$ cat src/ddc_cfg.svh
// Constants of the dual converter control block: register offsets,
// control field positions, reset values and data formats.
// Included by the package and by every design file; guarded.
`ifndef DDC_CFG_SVH
`define DDC_CFG_SVH

`define DDC_DW          12
`define DDC_ADR_W       8
`define DDC_SEL_WORD    4'hf
`define DDC_HW_TRIG_N   7
// Register byte offsets
`define DDC_OFF_CTL     8'h00
`define DDC_OFF_SWT     8'h04
`define DDC_OFF_R12_0   8'h08
`define DDC_OFF_L12_0   8'h0c
`define DDC_OFF_R8_0    8'h10
`define DDC_OFF_R12_1   8'h14
`define DDC_OFF_L12_1   8'h18
`define DDC_OFF_R8_1    8'h1c
`define DDC_OFF_DR12    8'h20
`define DDC_OFF_DL12    8'h24
`define DDC_OFF_DR8     8'h28
`define DDC_OFF_OUT_0   8'h2c
`define DDC_OFF_OUT_1   8'h30
`define DDC_OFF_MODE    8'h34
// Control register layout, per channel half of 16 bits
`define DDC_CTL_RST     32'h00000000
`define DDC_CTL_MASK    32'h1fff1fff
`define DDC_CH_BITS     16
`define DDC_EN_BIT      0
`define DDC_BOFF_BIT    1
`define DDC_TEN_BIT     2
`define DDC_TSEL_LSB    3
`define DDC_TSEL_MSB    5
`define DDC_WM_LSB      6
`define DDC_WM_MSB      7
`define DDC_WB_LSB      8
`define DDC_WB_MSB      11
`define DDC_DMA_BIT     12
`define DDC_TSEL_SOFT   3'h7
`define DDC_MODE_CONC   0
// Noise generator
`define DDC_WB_FULL     4'hb
`define DDC_LFSR_SEED   12'haaa
`define DDC_MASK_FULL   12'hfff
// Holding data formats
`define DDC_FMT_R12     2'h0
`define DDC_FMT_L12     2'h1
`define DDC_FMT_R8      2'h2
`define DDC_R8_PAD      4'h0

`endif

$ cat src/ddc_pkg.sv
// Types shared by the dual converter control block.
// Assumes ddc_cfg.svh is on the include path.
`default_nettype none
`include "ddc_cfg.svh"

package ddc_pkg;

    // Noise kind field codes
    typedef enum logic [1:0] {
        DDC_NOISE_OFF  = 2'b00,
        DDC_NOISE_LFSR = 2'b01,
        DDC_NOISE_TRI  = 2'b10,
        DDC_NOISE_TRIX = 2'b11
    } ddc_noise_kind_t;

    // Whole state of one noise generator
    typedef struct packed {
        logic [`DDC_DW-1:0] lfsr;
        logic [`DDC_DW-1:0] tri_cnt;
        logic               down;
    } ddc_noise_state_t;

    // Whole state of the control block
    typedef struct packed {
        logic [31:0]                  ctl;
        logic [1:0]                   swt;
        logic                         conc;
        logic [1:0][`DDC_DW-1:0]      hold;
        logic [1:0][`DDC_DW-1:0]      outv;
        logic [`DDC_HW_TRIG_N-1:0]    trig_prev;
        logic [1:0]                   dma;
        logic [1:0]                   pwr;
        logic [1:0]                   buf_on;
        logic                         ack;
        logic [31:0]                  rdata;
    } ddc_state_t;

    // Mask of the low bits for a noise width code; codes 11 and up give 12 bits
    function automatic logic [`DDC_DW-1:0] ddc_width_mask(input logic [3:0] f);
        if (f >= `DDC_WB_FULL) begin
            return `DDC_MASK_FULL;
        end
        return `DDC_MASK_FULL >> (`DDC_WB_FULL - f);
    endfunction

endpackage
`default_nettype wire

$ cat src/ddc_noise.sv
// Noise generator for one converter channel: LFSR and triangle.
// Steps once per transfer pulse from the control block; output is combinational.
`timescale 1ns/10ps
`default_nettype none
`include "ddc_cfg.svh"

module ddc_noise
    import ddc_pkg::*;
(
    input  wire logic                 clk,        // Peripheral clock
    input  wire logic                 rst,        // Synchronous reset
    input  wire logic                 step,       // Advance one noise step
    input  wire ddc_noise_kind_t      kind,       // Selected noise kind
    input  wire logic [3:0]           width_sel,  // Noise width code
    output logic      [`DDC_DW-1:0]   noise       // Noise term to add
);

    ddc_noise_state_t s, n;
    logic [`DDC_DW-1:0] mask;
    logic               fb;

    assign mask = ddc_width_mask(width_sel);
    assign fb   = s.lfsr[11] ^ s.lfsr[5] ^ s.lfsr[3] ^ s.lfsr[0];

    // Next state of both generators
    always_comb begin
        n = s;
        if (step) begin
            n.lfsr = {s.lfsr[10:0], fb};
            if (s.tri_cnt > mask) begin
                n.tri_cnt = mask;
                n.down    = 1'b1;
            end else if (!s.down) begin
                if (s.tri_cnt == mask) begin
                    n.down    = 1'b1;
                    n.tri_cnt = s.tri_cnt - 12'h001;
                end else begin
                    n.tri_cnt = s.tri_cnt + 12'h001;
                end
            end else begin
                if (s.tri_cnt == 12'h000) begin
                    n.down    = 1'b0;
                    n.tri_cnt = s.tri_cnt + 12'h001;
                end else begin
                    n.tri_cnt = s.tri_cnt - 12'h001;
                end
            end
        end
    end

    // State register; LFSR seed is nonzero so it never locks up
    always_ff @(posedge clk) begin
        if (rst) begin
            s.lfsr    <= `DDC_LFSR_SEED;
            s.tri_cnt <= 12'h000;
            s.down    <= 1'b0;
        end else begin
            s <= n;
        end
    end

    always_comb begin
        unique case (kind)
            DDC_NOISE_OFF:  noise = 12'h000;
            DDC_NOISE_LFSR: noise = s.lfsr & mask;
            DDC_NOISE_TRI:  noise = s.tri_cnt & mask;
            DDC_NOISE_TRIX: noise = s.tri_cnt & mask;
        endcase
    end
endmodule // ddc_noise
`default_nettype wire

$ cat src/ddc_top.sv
// Dual 12-bit converter control logic with a classic Wishbone slave.
// Assumes timer and external-line triggers synchronous to clk, one clock.
//
// Overview of operation
// - Holding value from 12-bit right, 12-bit left, or 8-bit write padded zero.
// - Channel power follows enable bit 0 or bit 16.
// - Output buffer on unless buffer-off bit 1 or 17 is set.
// - Trigger enabled: transfer on event only; else transfer automatically.
// - Three-bit select picks one of six timers, external line or software.
// - Software sets a trigger bit; it is the event under select seven.
// - Hardware trigger with DMA enabled raises a request; software trigger never.
// - Noise kind field: off, LFSR, or triangle, used when triggered.
// - Noise width is field plus one, saturating at twelve bits.
// - LFSR noise uses only the low configured-width bits.
// - Triangle noise runs from zero to two to the width minus one.
// - Concurrent mode transfers both channels together; dual writes load both.
// - Each channel keeps its own noise settings in concurrent mode.
// - Control register resets to zero: all channels off.
// - Hardware clears a software trigger bit once it is taken.
// - Output data registers are read only and show converter input.
`timescale 1ns/10ps
`default_nettype none
`include "ddc_cfg.svh"

module ddc_top
    import ddc_pkg::*;
(
    input  wire logic                  clk,                  // 40 MHz clock
    input  wire logic                  rst,                  // Sync reset, high
    input  wire logic                  wb_cyc_i,             // Bus cycle
    input  wire logic                  wb_stb_i,             // Bus strobe
    input  wire logic                  wb_we_i,              // Write enable
    input  wire logic [3:0]            wb_sel_i,             // Byte selects
    input  wire logic [`DDC_ADR_W-1:0] wb_adr_i,             // Byte address
    input  wire logic [31:0]           wb_dat_i,             // Write data
    output logic      [31:0]           wb_dat_o,             // Read data
    output logic                       wb_ack_o,             // Acknowledge
    input  wire logic                  timer_five_trig_out,  // Trigger code 0
    input  wire logic                  timer_two_trig_out,   // Trigger code 1
    input  wire logic                  timer_six_trig_out,   // Trigger code 2
    input  wire logic                  timer_four_trig_out,  // Trigger code 3
    input  wire logic                  timer_one_trig_out,   // Trigger code 4
    input  wire logic                  timer_three_trig_out, // Trigger code 5
    input  wire logic                  ext_line_nine,        // Trigger code 6
    output logic      [1:0]            channel_power_on,     // Converter powered
    output logic      [1:0]            out_buffer_on,        // Output buffer on
    output logic      [1:0]            dma_request,          // DMA request pulse
    output logic      [`DDC_DW-1:0]    output_value0,        // Channel 0 code
    output logic      [`DDC_DW-1:0]    output_value1         // Channel 1 code
);

    ddc_state_t s, n;

    logic [`DDC_HW_TRIG_N-1:0] hw_in;
    logic [`DDC_HW_TRIG_N:0]   hw_rise;
    logic [`DDC_ADR_W-1:0]     word_adr;
    logic                      bus_req;
    logic                      bus_wr;
    logic [1:0]                ena;
    logic [1:0]                ten;
    logic [1:0]                dmaen;
    logic [1:0]                is_sw;
    logic [1:0]                raw_ev;
    logic [1:0]                xfer;
    logic [1:0]                sw_take;
    logic [1:0]                hw_ev;
    logic [1:0][`DDC_DW-1:0]   noise_w;
    logic [1:0][`DDC_DW-1:0]   sum_w;

    localparam logic [1:0][`DDC_ADR_W-1:0] OFF_R12 = {`DDC_OFF_R12_1, `DDC_OFF_R12_0};
    localparam logic [1:0][`DDC_ADR_W-1:0] OFF_L12 = {`DDC_OFF_L12_1, `DDC_OFF_L12_0};
    localparam logic [1:0][`DDC_ADR_W-1:0] OFF_R8  = {`DDC_OFF_R8_1, `DDC_OFF_R8_0};

    function automatic logic pick_trigger(input logic [2:0]              sel,
                                          input logic [`DDC_HW_TRIG_N:0] rise,
                                          input logic                    sw);
        if (sel == `DDC_TSEL_SOFT) begin
            return sw;
        end
        return rise[sel];
    endfunction

    function automatic logic [`DDC_DW-1:0] load_hold(input logic [1:0]  fmt,
                                                     input logic [15:0] d);
        case (fmt)
            `DDC_FMT_L12: return d[15:4];
            `DDC_FMT_R8:  return {d[7:0], `DDC_R8_PAD};
            default:      return d[11:0];
        endcase
    endfunction

    // Trigger inputs in select-code order, with edge detection
    assign hw_in   = {ext_line_nine, timer_three_trig_out, timer_one_trig_out,
                      timer_four_trig_out, timer_six_trig_out, timer_two_trig_out,
                      timer_five_trig_out};
    assign hw_rise = {1'b0, hw_in & ~s.trig_prev};

    // Bus decode: one request per ack, word addresses only
    assign word_adr = {wb_adr_i[`DDC_ADR_W-1:2], 2'b00};
    assign bus_req  = wb_cyc_i & wb_stb_i & ~s.ack;
    // Writes land at the edge where the master sees ack high, while it
    // still holds address and data; the request edge only prepares the
    // answer, so a master that stalls never sees an early write.
    // Word writes only
    assign bus_wr   = wb_cyc_i & wb_stb_i & s.ack & wb_we_i & (wb_sel_i == `DDC_SEL_WORD);

    // Per-channel control decode, trigger event and noise generator
    genvar g;
    generate
        for (g = 0; g < 2; g++) begin : g_ch
            logic [`DDC_CH_BITS-1:0] f;
            logic [2:0]              tsel;
            assign f        = s.ctl[g*`DDC_CH_BITS +: `DDC_CH_BITS];
            assign tsel     = f[`DDC_TSEL_MSB:`DDC_TSEL_LSB];
            assign ena[g]   = f[`DDC_EN_BIT];
            assign ten[g]   = f[`DDC_TEN_BIT];
            assign dmaen[g] = f[`DDC_DMA_BIT];
            assign is_sw[g] = (tsel == `DDC_TSEL_SOFT);
            assign raw_ev[g]  = ena[g] & ten[g] & pick_trigger(tsel, hw_rise, s.swt[g]);
            assign sw_take[g] = raw_ev[g] & is_sw[g];
            assign hw_ev[g]   = raw_ev[g] & ~is_sw[g];
            assign sum_w[g]   = s.hold[g] + noise_w[g];

            ddc_noise u_noise (
                .clk       (clk),
                .rst       (rst),
                .step      (xfer[g]),
                .kind      (ddc_noise_kind_t'(f[`DDC_WM_MSB:`DDC_WM_LSB])),
                .width_sel (f[`DDC_WB_MSB:`DDC_WB_LSB]),
                .noise     (noise_w[g])
            );
        end
    endgenerate

    assign xfer = s.conc ? ({2{|raw_ev}} & ena & ten) : raw_ev;

    // Next state of the whole block
    always_comb begin
        n           = s;
        n.ack       = bus_req;
        n.trig_prev = hw_in;
        n.dma       = hw_ev & dmaen;
        n.pwr       = ena;
        n.buf_on    = ~{s.ctl[`DDC_CH_BITS + `DDC_BOFF_BIT], s.ctl[`DDC_BOFF_BIT]};

        // Control and mode writes
        if (bus_wr && word_adr == `DDC_OFF_CTL) begin
            n.ctl = wb_dat_i & `DDC_CTL_MASK;
        end
        if (bus_wr && word_adr == `DDC_OFF_MODE) begin
            n.conc = wb_dat_i[`DDC_MODE_CONC];
        end
        n.swt = s.swt & ~sw_take;
        if (bus_wr && word_adr == `DDC_OFF_SWT) begin
            n.swt = n.swt | wb_dat_i[1:0];
        end

        for (int c = 0; c < 2; c++) begin
            if (bus_wr && word_adr == OFF_R12[c]) begin
                n.hold[c] = load_hold(`DDC_FMT_R12, wb_dat_i[15:0]);
            end
            if (bus_wr && word_adr == OFF_L12[c]) begin
                n.hold[c] = load_hold(`DDC_FMT_L12, wb_dat_i[15:0]);
            end
            if (bus_wr && word_adr == OFF_R8[c]) begin
                n.hold[c] = load_hold(`DDC_FMT_R8, wb_dat_i[15:0]);
            end
            if (xfer[c]) begin
                n.outv[c] = sum_w[c];
            end else if (ena[c] && !ten[c]) begin
                n.outv[c] = s.hold[c];
            end
        end

        if (bus_wr && word_adr == `DDC_OFF_DR12) begin
            n.hold[0] = load_hold(`DDC_FMT_R12, wb_dat_i[15:0]);
            n.hold[1] = load_hold(`DDC_FMT_R12, wb_dat_i[31:16]);
        end
        if (bus_wr && word_adr == `DDC_OFF_DL12) begin
            n.hold[0] = load_hold(`DDC_FMT_L12, wb_dat_i[15:0]);
            n.hold[1] = load_hold(`DDC_FMT_L12, wb_dat_i[31:16]);
        end
        if (bus_wr && word_adr == `DDC_OFF_DR8) begin
            n.hold[0] = load_hold(`DDC_FMT_R8, {8'h00, wb_dat_i[7:0]});
            n.hold[1] = load_hold(`DDC_FMT_R8, {8'h00, wb_dat_i[15:8]});
        end

        // Read data, zero for unmapped addresses
        n.rdata = 32'h00000000;
        if (bus_req && !wb_we_i) begin
            case (word_adr)
                `DDC_OFF_CTL:   n.rdata = s.ctl;
                `DDC_OFF_SWT:   n.rdata = {30'h0, s.swt};
                `DDC_OFF_R12_0: n.rdata = {20'h0, s.hold[0]};
                `DDC_OFF_L12_0: n.rdata = {16'h0, s.hold[0], 4'h0};
                `DDC_OFF_R8_0:  n.rdata = {24'h0, s.hold[0][11:4]};
                `DDC_OFF_R12_1: n.rdata = {20'h0, s.hold[1]};
                `DDC_OFF_L12_1: n.rdata = {16'h0, s.hold[1], 4'h0};
                `DDC_OFF_R8_1:  n.rdata = {24'h0, s.hold[1][11:4]};
                `DDC_OFF_DR12:  n.rdata = {4'h0, s.hold[1], 4'h0, s.hold[0]};
                `DDC_OFF_DL12:  n.rdata = {s.hold[1], 4'h0, s.hold[0], 4'h0};
                `DDC_OFF_DR8:   n.rdata = {16'h0, s.hold[1][11:4], s.hold[0][11:4]};
                `DDC_OFF_OUT_0: n.rdata = {20'h0, s.outv[0]};
                `DDC_OFF_OUT_1: n.rdata = {20'h0, s.outv[1]};
                `DDC_OFF_MODE:  n.rdata = {31'h0, s.conc};
                default:        n.rdata = 32'h00000000;
            endcase
        end
    end

    // State register; every field clears under reset, buffer flags too,
    // so buffers read on only from the first edge after release
    always_ff @(posedge clk) begin
        if (rst) begin
            s <= '0;
        end else begin
            s <= n;
        end
    end

    // Outputs straight from the state register
    assign wb_dat_o         = s.rdata;
    assign wb_ack_o         = s.ack;
    assign channel_power_on = s.pwr;
    assign out_buffer_on    = s.buf_on;
    assign dma_request      = s.dma;
    assign output_value0    = s.outv[0];
    assign output_value1    = s.outv[1];
endmodule // ddc_top
`default_nettype wire

$ cat config.mk
export PLATFORM = sky130hd
export DESIGN_NAME = ddc_top
export DESIGN_NICKNAME = d
export VERILOG_FILES = /design/src/ddc_pkg.sv /design/src/ddc_noise.sv /design/src/ddc_top.sv
export VERILOG_INCLUDE_DIRS = /design/src
export SDC_FILE = /design/constraint.sdc
export NUM_CORES = 1
export LEC_CHECK = 0
export BUFFER_PORTS_ARGS = -buffer_cell sky130_fd_sc_hd__buf_2
export CORE_UTILIZATION = 30
export DETAILED_ROUTE_END_ITERATION = 12
export MAX_ROUTING_LAYER = met4
export PLACE_DENSITY_LB_ADDON = 0.3
export SLEW_MARGIN = 0
export SYNTH_ARGS = -nofsm -noshare
export SYNTH_HDL_FRONTEND = slang
export SYNTH_SLANG_ARGS = --single-unit
$ cat constraint.sdc
create_clock -name clk -period 4.3 [get_ports clk]
set_input_delay 0.215 -clock clk [delete_from_list [all_inputs] [get_ports clk]]
set_output_delay 0.215 -clock clk [all_outputs]
set_load 0.01 [all_outputs]
# Yosys cells after proc, flatten, opt, wreduce, memory -nomap -nowiden
# Index checks and enable logic that the tools add are counted.
# op_classes
add_sub_neg,8
magnitude_cmp,6
n_eq_ne,24
n_shift,2
muxes,46
bitwise,36
n_reduce_logical,34
# ops
operator,count
32-bit one-hot mux with 14 select lines,1
12-bit two-way mux,18
24-bit two-way mux,3
12-bit one-hot mux with 3 select lines,2
13-bit two-way mux,4
12-bit AND,4
6-bit by 4-bit equality test with 1-bit output (second input constant),6
12-bit by 1-bit adder with 12-bit output (second input constant),2
12-bit adder,2
12-bit equality test,2
6-bit by 3-bit equality test with 1-bit output (second input constant),4
12-bit greater-than comparator,2
12-bit logical NOT,2
12-bit by 4-bit >> shifter with 12-bit output (first input constant),2
12-bit by 1-bit subtractor with 12-bit output (second input constant),2
1-bit logical AND,15
1-bit two-way mux,14
1-bit AND,13
6-bit by 2-bit equality test with 1-bit output (second input constant),2
6-bit nonzero test,2
5-bit nonzero test,2
2-bit OR reduction,5
2-bit AND,4
2-bit equality test (second input constant),4
19 further kinds,39
# word_totals
ff_bits,173
input_bits,56
word_cells,177

# Depth between registers and ports, before layout
# logic_depth
depth_word,11
mapped_depth,17
depth_no_buf,17

# Cells and area by module
# Synthesis repeated with hierarchy kept, for this count alone.
# unflattened
cells_unflattened,1506
area_unflattened_um2,11770.0
# by_module_without_submodules
mod,instances,cells_per_inst,area_per_inst_um2,seq_area_each_um2
ddc_top,1,899,7320.8,2462.4
ddc_noise (g_ch[0].u_noise),1,308,2232.1,500.5
ddc_noise (g_ch[1].u_noise),1,299,2217.1,500.5

# Least setup slack after synthesis
# OpenSTA, ideal clock, no wires.
# synth_timing
path_kind,reg2reg
startpoint,"register s, in the netlist g_ch[1].f[10]"
endpoint,register g_ch[1].u_noise.s[11] in the netlist's numbering
setup_time_ns,0.131
arrival_ns,3.318
required_time_ns,4.169
setup_slack_ns,0.851
stages_incl_launch_ff,17
path_cell_list,dfxtp_1 inv_1 ha_1 a31o_2 nor2_1 o21ai_0 a21oi_1 ha_1 nor2b_1 o21a_1 o21a_1 o21ai_0 a41o_1 buf_2 clkbuf_1 mux2i_1 o32ai_1
# synth_via
elab_chain_cells,7
elab_cells_between_ends,10
cone_classes,add/sub: 1; order compare: 2; eq/ne: 1; shift: 1; mux: 5
# synth_rtl
element,line,text
"start, declared",ddc_top.sv:52,"ddc_state_t s, n;"
"start signal, assigned",ddc_top.sv:217,s <= n;
4-bit subtractor (no source line) / 4-bit greater-or-equal comparator (equally long branches),n/a,
12-bit by 4-bit >> shifter with 12-bit output (no source line) / 1-bit two-way mux (equally long branches),n/a,
12-bit two-way mux (*),ddc_pkg.sv:43,return `DDC_MASK_FULL >> (`DDC_WB_FULL - f);
"parallel branches: the longest is 3 deep, another holds 12-bit greater-than comparator",n/a,
13-bit two-way mux (*),ddc_noise.sv:30,if (s.tri_cnt > mask) begin
"end signal, assigned",ddc_noise.sv:58,s <= n;
"end, declared",ddc_noise.sv:18,"ddc_noise_state_t s, n;"
# Mark *: on every way between the ends.
# A chain may end at the register's enable or synchronous reset.

# Final worst setup path
# layout_timing
startpoint,"register s, in the netlist g_ch[1].f[11]"
endpoint,"register s, in the netlist output_value1[11]"
# layout_via
elab_chain_cells,7
elab_cells_between_ends,10
cone_classes,add/sub: 2; order compare: 1; shift: 1; mux: 4; bitwise: 2
# layout_rtl
element,line,text
4-bit subtractor (no source line) / 4-bit greater-or-equal comparator (equally long branches),n/a,
12-bit by 4-bit >> shifter with 12-bit output (no source line) / 1-bit two-way mux (equally long branches),n/a,
12-bit two-way mux (*),ddc_pkg.sv:43,
"12-bit AND, on equally long branches","ddc_noise.sv:66, ddc_noise.sv:67, ddc_noise.sv:65",
12-bit one-hot mux with 3 select lines (*),ddc_noise.sv:63,unique case (kind)
12-bit adder (*),ddc_top.sv:122,assign sum_w[g] = s.hold[g] + noise_w[g];
12-bit two-way mux (*),ddc_top.sv:168,if (xfer[c]) begin
# Mark *: on every way between the ends. The rest lies on a longest branch, timed or not.

==> results.toml <==
[clock_tree]
insertion_delay_ns = 0.45
clock-sinks = 173
cts_buffers = 17
clk_pin_slew_ns = 0.07
root_buffer = "clkbuf_16"
cts_resized = 0
htree_levels = 4
cts_tree = "yes"
clock_path_buffers = 2

[timing]
post-route-min-period_ns = 3.82
fin_crit_sh_pct = 88.9
rsz0062_at_grt = "false"
finalClockSkew_ns = 0.0176
final_max_slew_viol_count = 0
setup_tns_ns = 0
tightest_slew_ns = 1.19
setup_viol = 0
setup_ws_ns = 0.477
hold_violations = 1
fmax_ghz = 0.262
max_slew_margin_pct = 20.4
whs_ns = -0.0000834

[logic_synthesis]
synth_warnings = 0
syn_inst = 1504
syn-cell-area_sq_um = 11800
async_reset_ff_share_pct = 0
avgSynthCellArea_sq_um = 7.82
synth_compound_area_share_pct = 23.7
ys_types = 88
synthXorXnorAreaFrac_pct = 1.64
seq_area_frac_synth_pct = 29.4
synthAdderAreaFrac_pct = 6.72
yosys.area_share.simple_pct = 23.7
synth_seq_cells = 173
postSynthNetCount = 1622
synth_top_family_by_area = "simple AND/OR/NAND/NOR gates"
synth_edf_count = 0
synth_mux_area_share_pct = 5.67
ys.flop_type = "dfxtp_1"

[outcome]
violations = "negative hold slack"
status = "complete, but fails checks"

[critical_path]
crit_path_start = "g_ch[1].f[11]"
arrival_ns = 4.20
r2r_start = "g_ch[1].f[11]"
crit_type = "reg -> reg"
start_kind = "flip-flop"
rrSetupSlack_ns = 0.48
required_ns = 4.68
reg2reg_to = "output_value1[11]"
cp_max_fo = 7
cp-endpoint = "output_value1[11]"
cp-end-kind = "flip-flop"
ff2ff_path_depth = 16

[place]
pre_cts_ws_ns = 0.507
globalplace.congestion = 0.935
postPlaceCellArea_sq_um = 12300
dp_hpwl_mm = 29.9
io_buffers = 116

[layout]
final_cell_mix = "205 x nand2_1, 173 x dfxtp_1, 150 x nor2_1"
num_antenna_cells = 0
area_delta_synth_final_pct = 10.0
finalNetCount = 1629
layout-drive-gt1-share_pct = 14.8
layout_commonest_cell = "nand2_1"
stdcell_area_sq_um = 12900

[global_route]
grt_pass1_vias = 10430
antenna_found_initial = 0
grt_max_degree = 59
grt_overflow = 0
grt_pass1_wl_mm = 62.7
grt_use_total_pct = 21.2

[pwr]
ir_drop_uv = 216
leakagePower_nw = 4.80
power_w = 0.00334
p_per_area_nw_per_um2 = 258

[hold_path]
hp-class = "in -> reg"

[floorplan]
rows = 72
core_area_sq_um = 38600
die_x_microns = 200
ios = 119
die_h_microns = 200
start_util_pct = 30.4
die_area_sq_um = 40000

[detailed_routing]
ant_nets = 0
via_per_inst = 5.56
via_count = 11351
routedWlPerCell_microns = 19.9
drtIter0Drc = 1133
finalWirelength_mm = 40.7
drcViolationCount = 0
dr.pass1.iters = 7

[flow_run]
drv_cap = 0
## registers in the layout (all words and copies together) (netlist names), 12 cells and up
signal and flops:
s 34, output_value0 12, g_ch.u_noise.s 50, output_value1 12, wb_dat_o 32, g_ch.f 22
## cell families after synthesis
kind of cell    Yosys count
xor+xnor                 22
compound gates          404
fa+ha+maj                62
flops                   173
buf+inv                 204
mux                      61
simple gates            578
## critical path, cell delays in order (launching register included)
cell and delay, ns:
dfxtp_1 0.45, ha_1 0.23, nor2b_1 0.07, a31o_2 0.27
nor2_1 0.12, o21ai_0 0.22, a21oi_1 0.33, a21o_1 0.19
inv_1 0.05, ha_1 0.29, a211oi_1 0.34, o21a_1 0.19
nor3_1 0.07, a311oi_1 0.42, a21oi_1 0.19, a21o_1 0.18
a31oi_1 0.14
## where the power goes
part | switching [W] | total, W | internal, W | leakage (nW)
Clock | 0.000759 | 0.00158 | 0.000821 | 0.281
Sequential | 0.00000166 | 0.00161 | 0.00161 | 1.40
Combinational | 0.000101 | 0.000154 | 0.0000530 | 3.12
## final cells by class
class	count	area, sq um
inverters	41	154
fillers	4107	25700
repair buffers	151	853
clock buffers	17	425
clock inverters	15	154
multi-input cells	1127	7250
well taps	518	648
flip-flops and latches	173	3460
## worst min path at each step
stage | cells after the start | end | slack (ns) | startpoint
2_1_floorplan | 1 | wb_ack_o | 0.30 | rst
3_3_place_gp | 1 | out_buffer_on[1] | 0.44 | g_ch[1].f[1]
3_5_place_dp | 1 | out_buffer_on[1] | 0.44 | g_ch[1].f[1]
4_1_cts | 2 | s[42] | 0.001 | timer_four_trig_out
6_report | 2 | s[42] | -0.00008 | timer_four_trig_out
5_1_grt | 3 | wb_ack_o | 0.02 | wb_stb_i
## metrics by stage
stage               instances  util (%)
finish                   2042      33.5
global route             2042      33.5
CTS                      2042      33.5
detailed placement       2007      31.9
global placement         2007      31.9
floorplan                1504         -
## layer usage
metal  routed length [microns]  share of wire (%)  up-vias  GRT usage (%)
li1                          -                  -     5413              -
met1                     18300                 45     5504           27.9
met2                     18800                 46      382           32.9
met3                      2840                7.0       52           4.07
met4                       811                2.0        0           5.77
met5                         0                  0        -              -
## cell usage after synthesis (11+ instances only)
cell type  count  area share, %
o21ai_0       38            1.6
nand3b_1      18            1.1
o22ai_1       19            1.0
a31oi_1       20            1.1
buf_4         68            4.3
xnor2_1       17            1.3
nand3_1       27            1.1
a22oi_1       44            2.8
nor2b_1       30            1.6
nand2_1      205            6.5
a311oi_1      11           0.82
mux2i_1       43            3.7
nand4_1       21            1.1
a222oi_1      12            1.0
o21ai_1       17           0.72
o211ai_1      18            1.1
a221oi_1      16            1.2
clkbuf_1      64            2.0
a21o_1        11           0.70
nand2b_1      18           0.96
dfxtp_1      173             29
a21oi_1      105            4.5
and3_1        12           0.64
ha_1          60            6.4
inv_1         41            1.3
a211oi_1      20            1.3
nor2_1       150            4.8
buf_2         24            1.0
nor3_1        34            1.4
## repair_timing
| action | CTS | global route |
|---|---|---|
| hold buffers | 3 | 0 |
| setup buffers | 0 | 0 |
| hold endpoints to repair | 3 | 0 |
(Power assumes the default switching activity.)
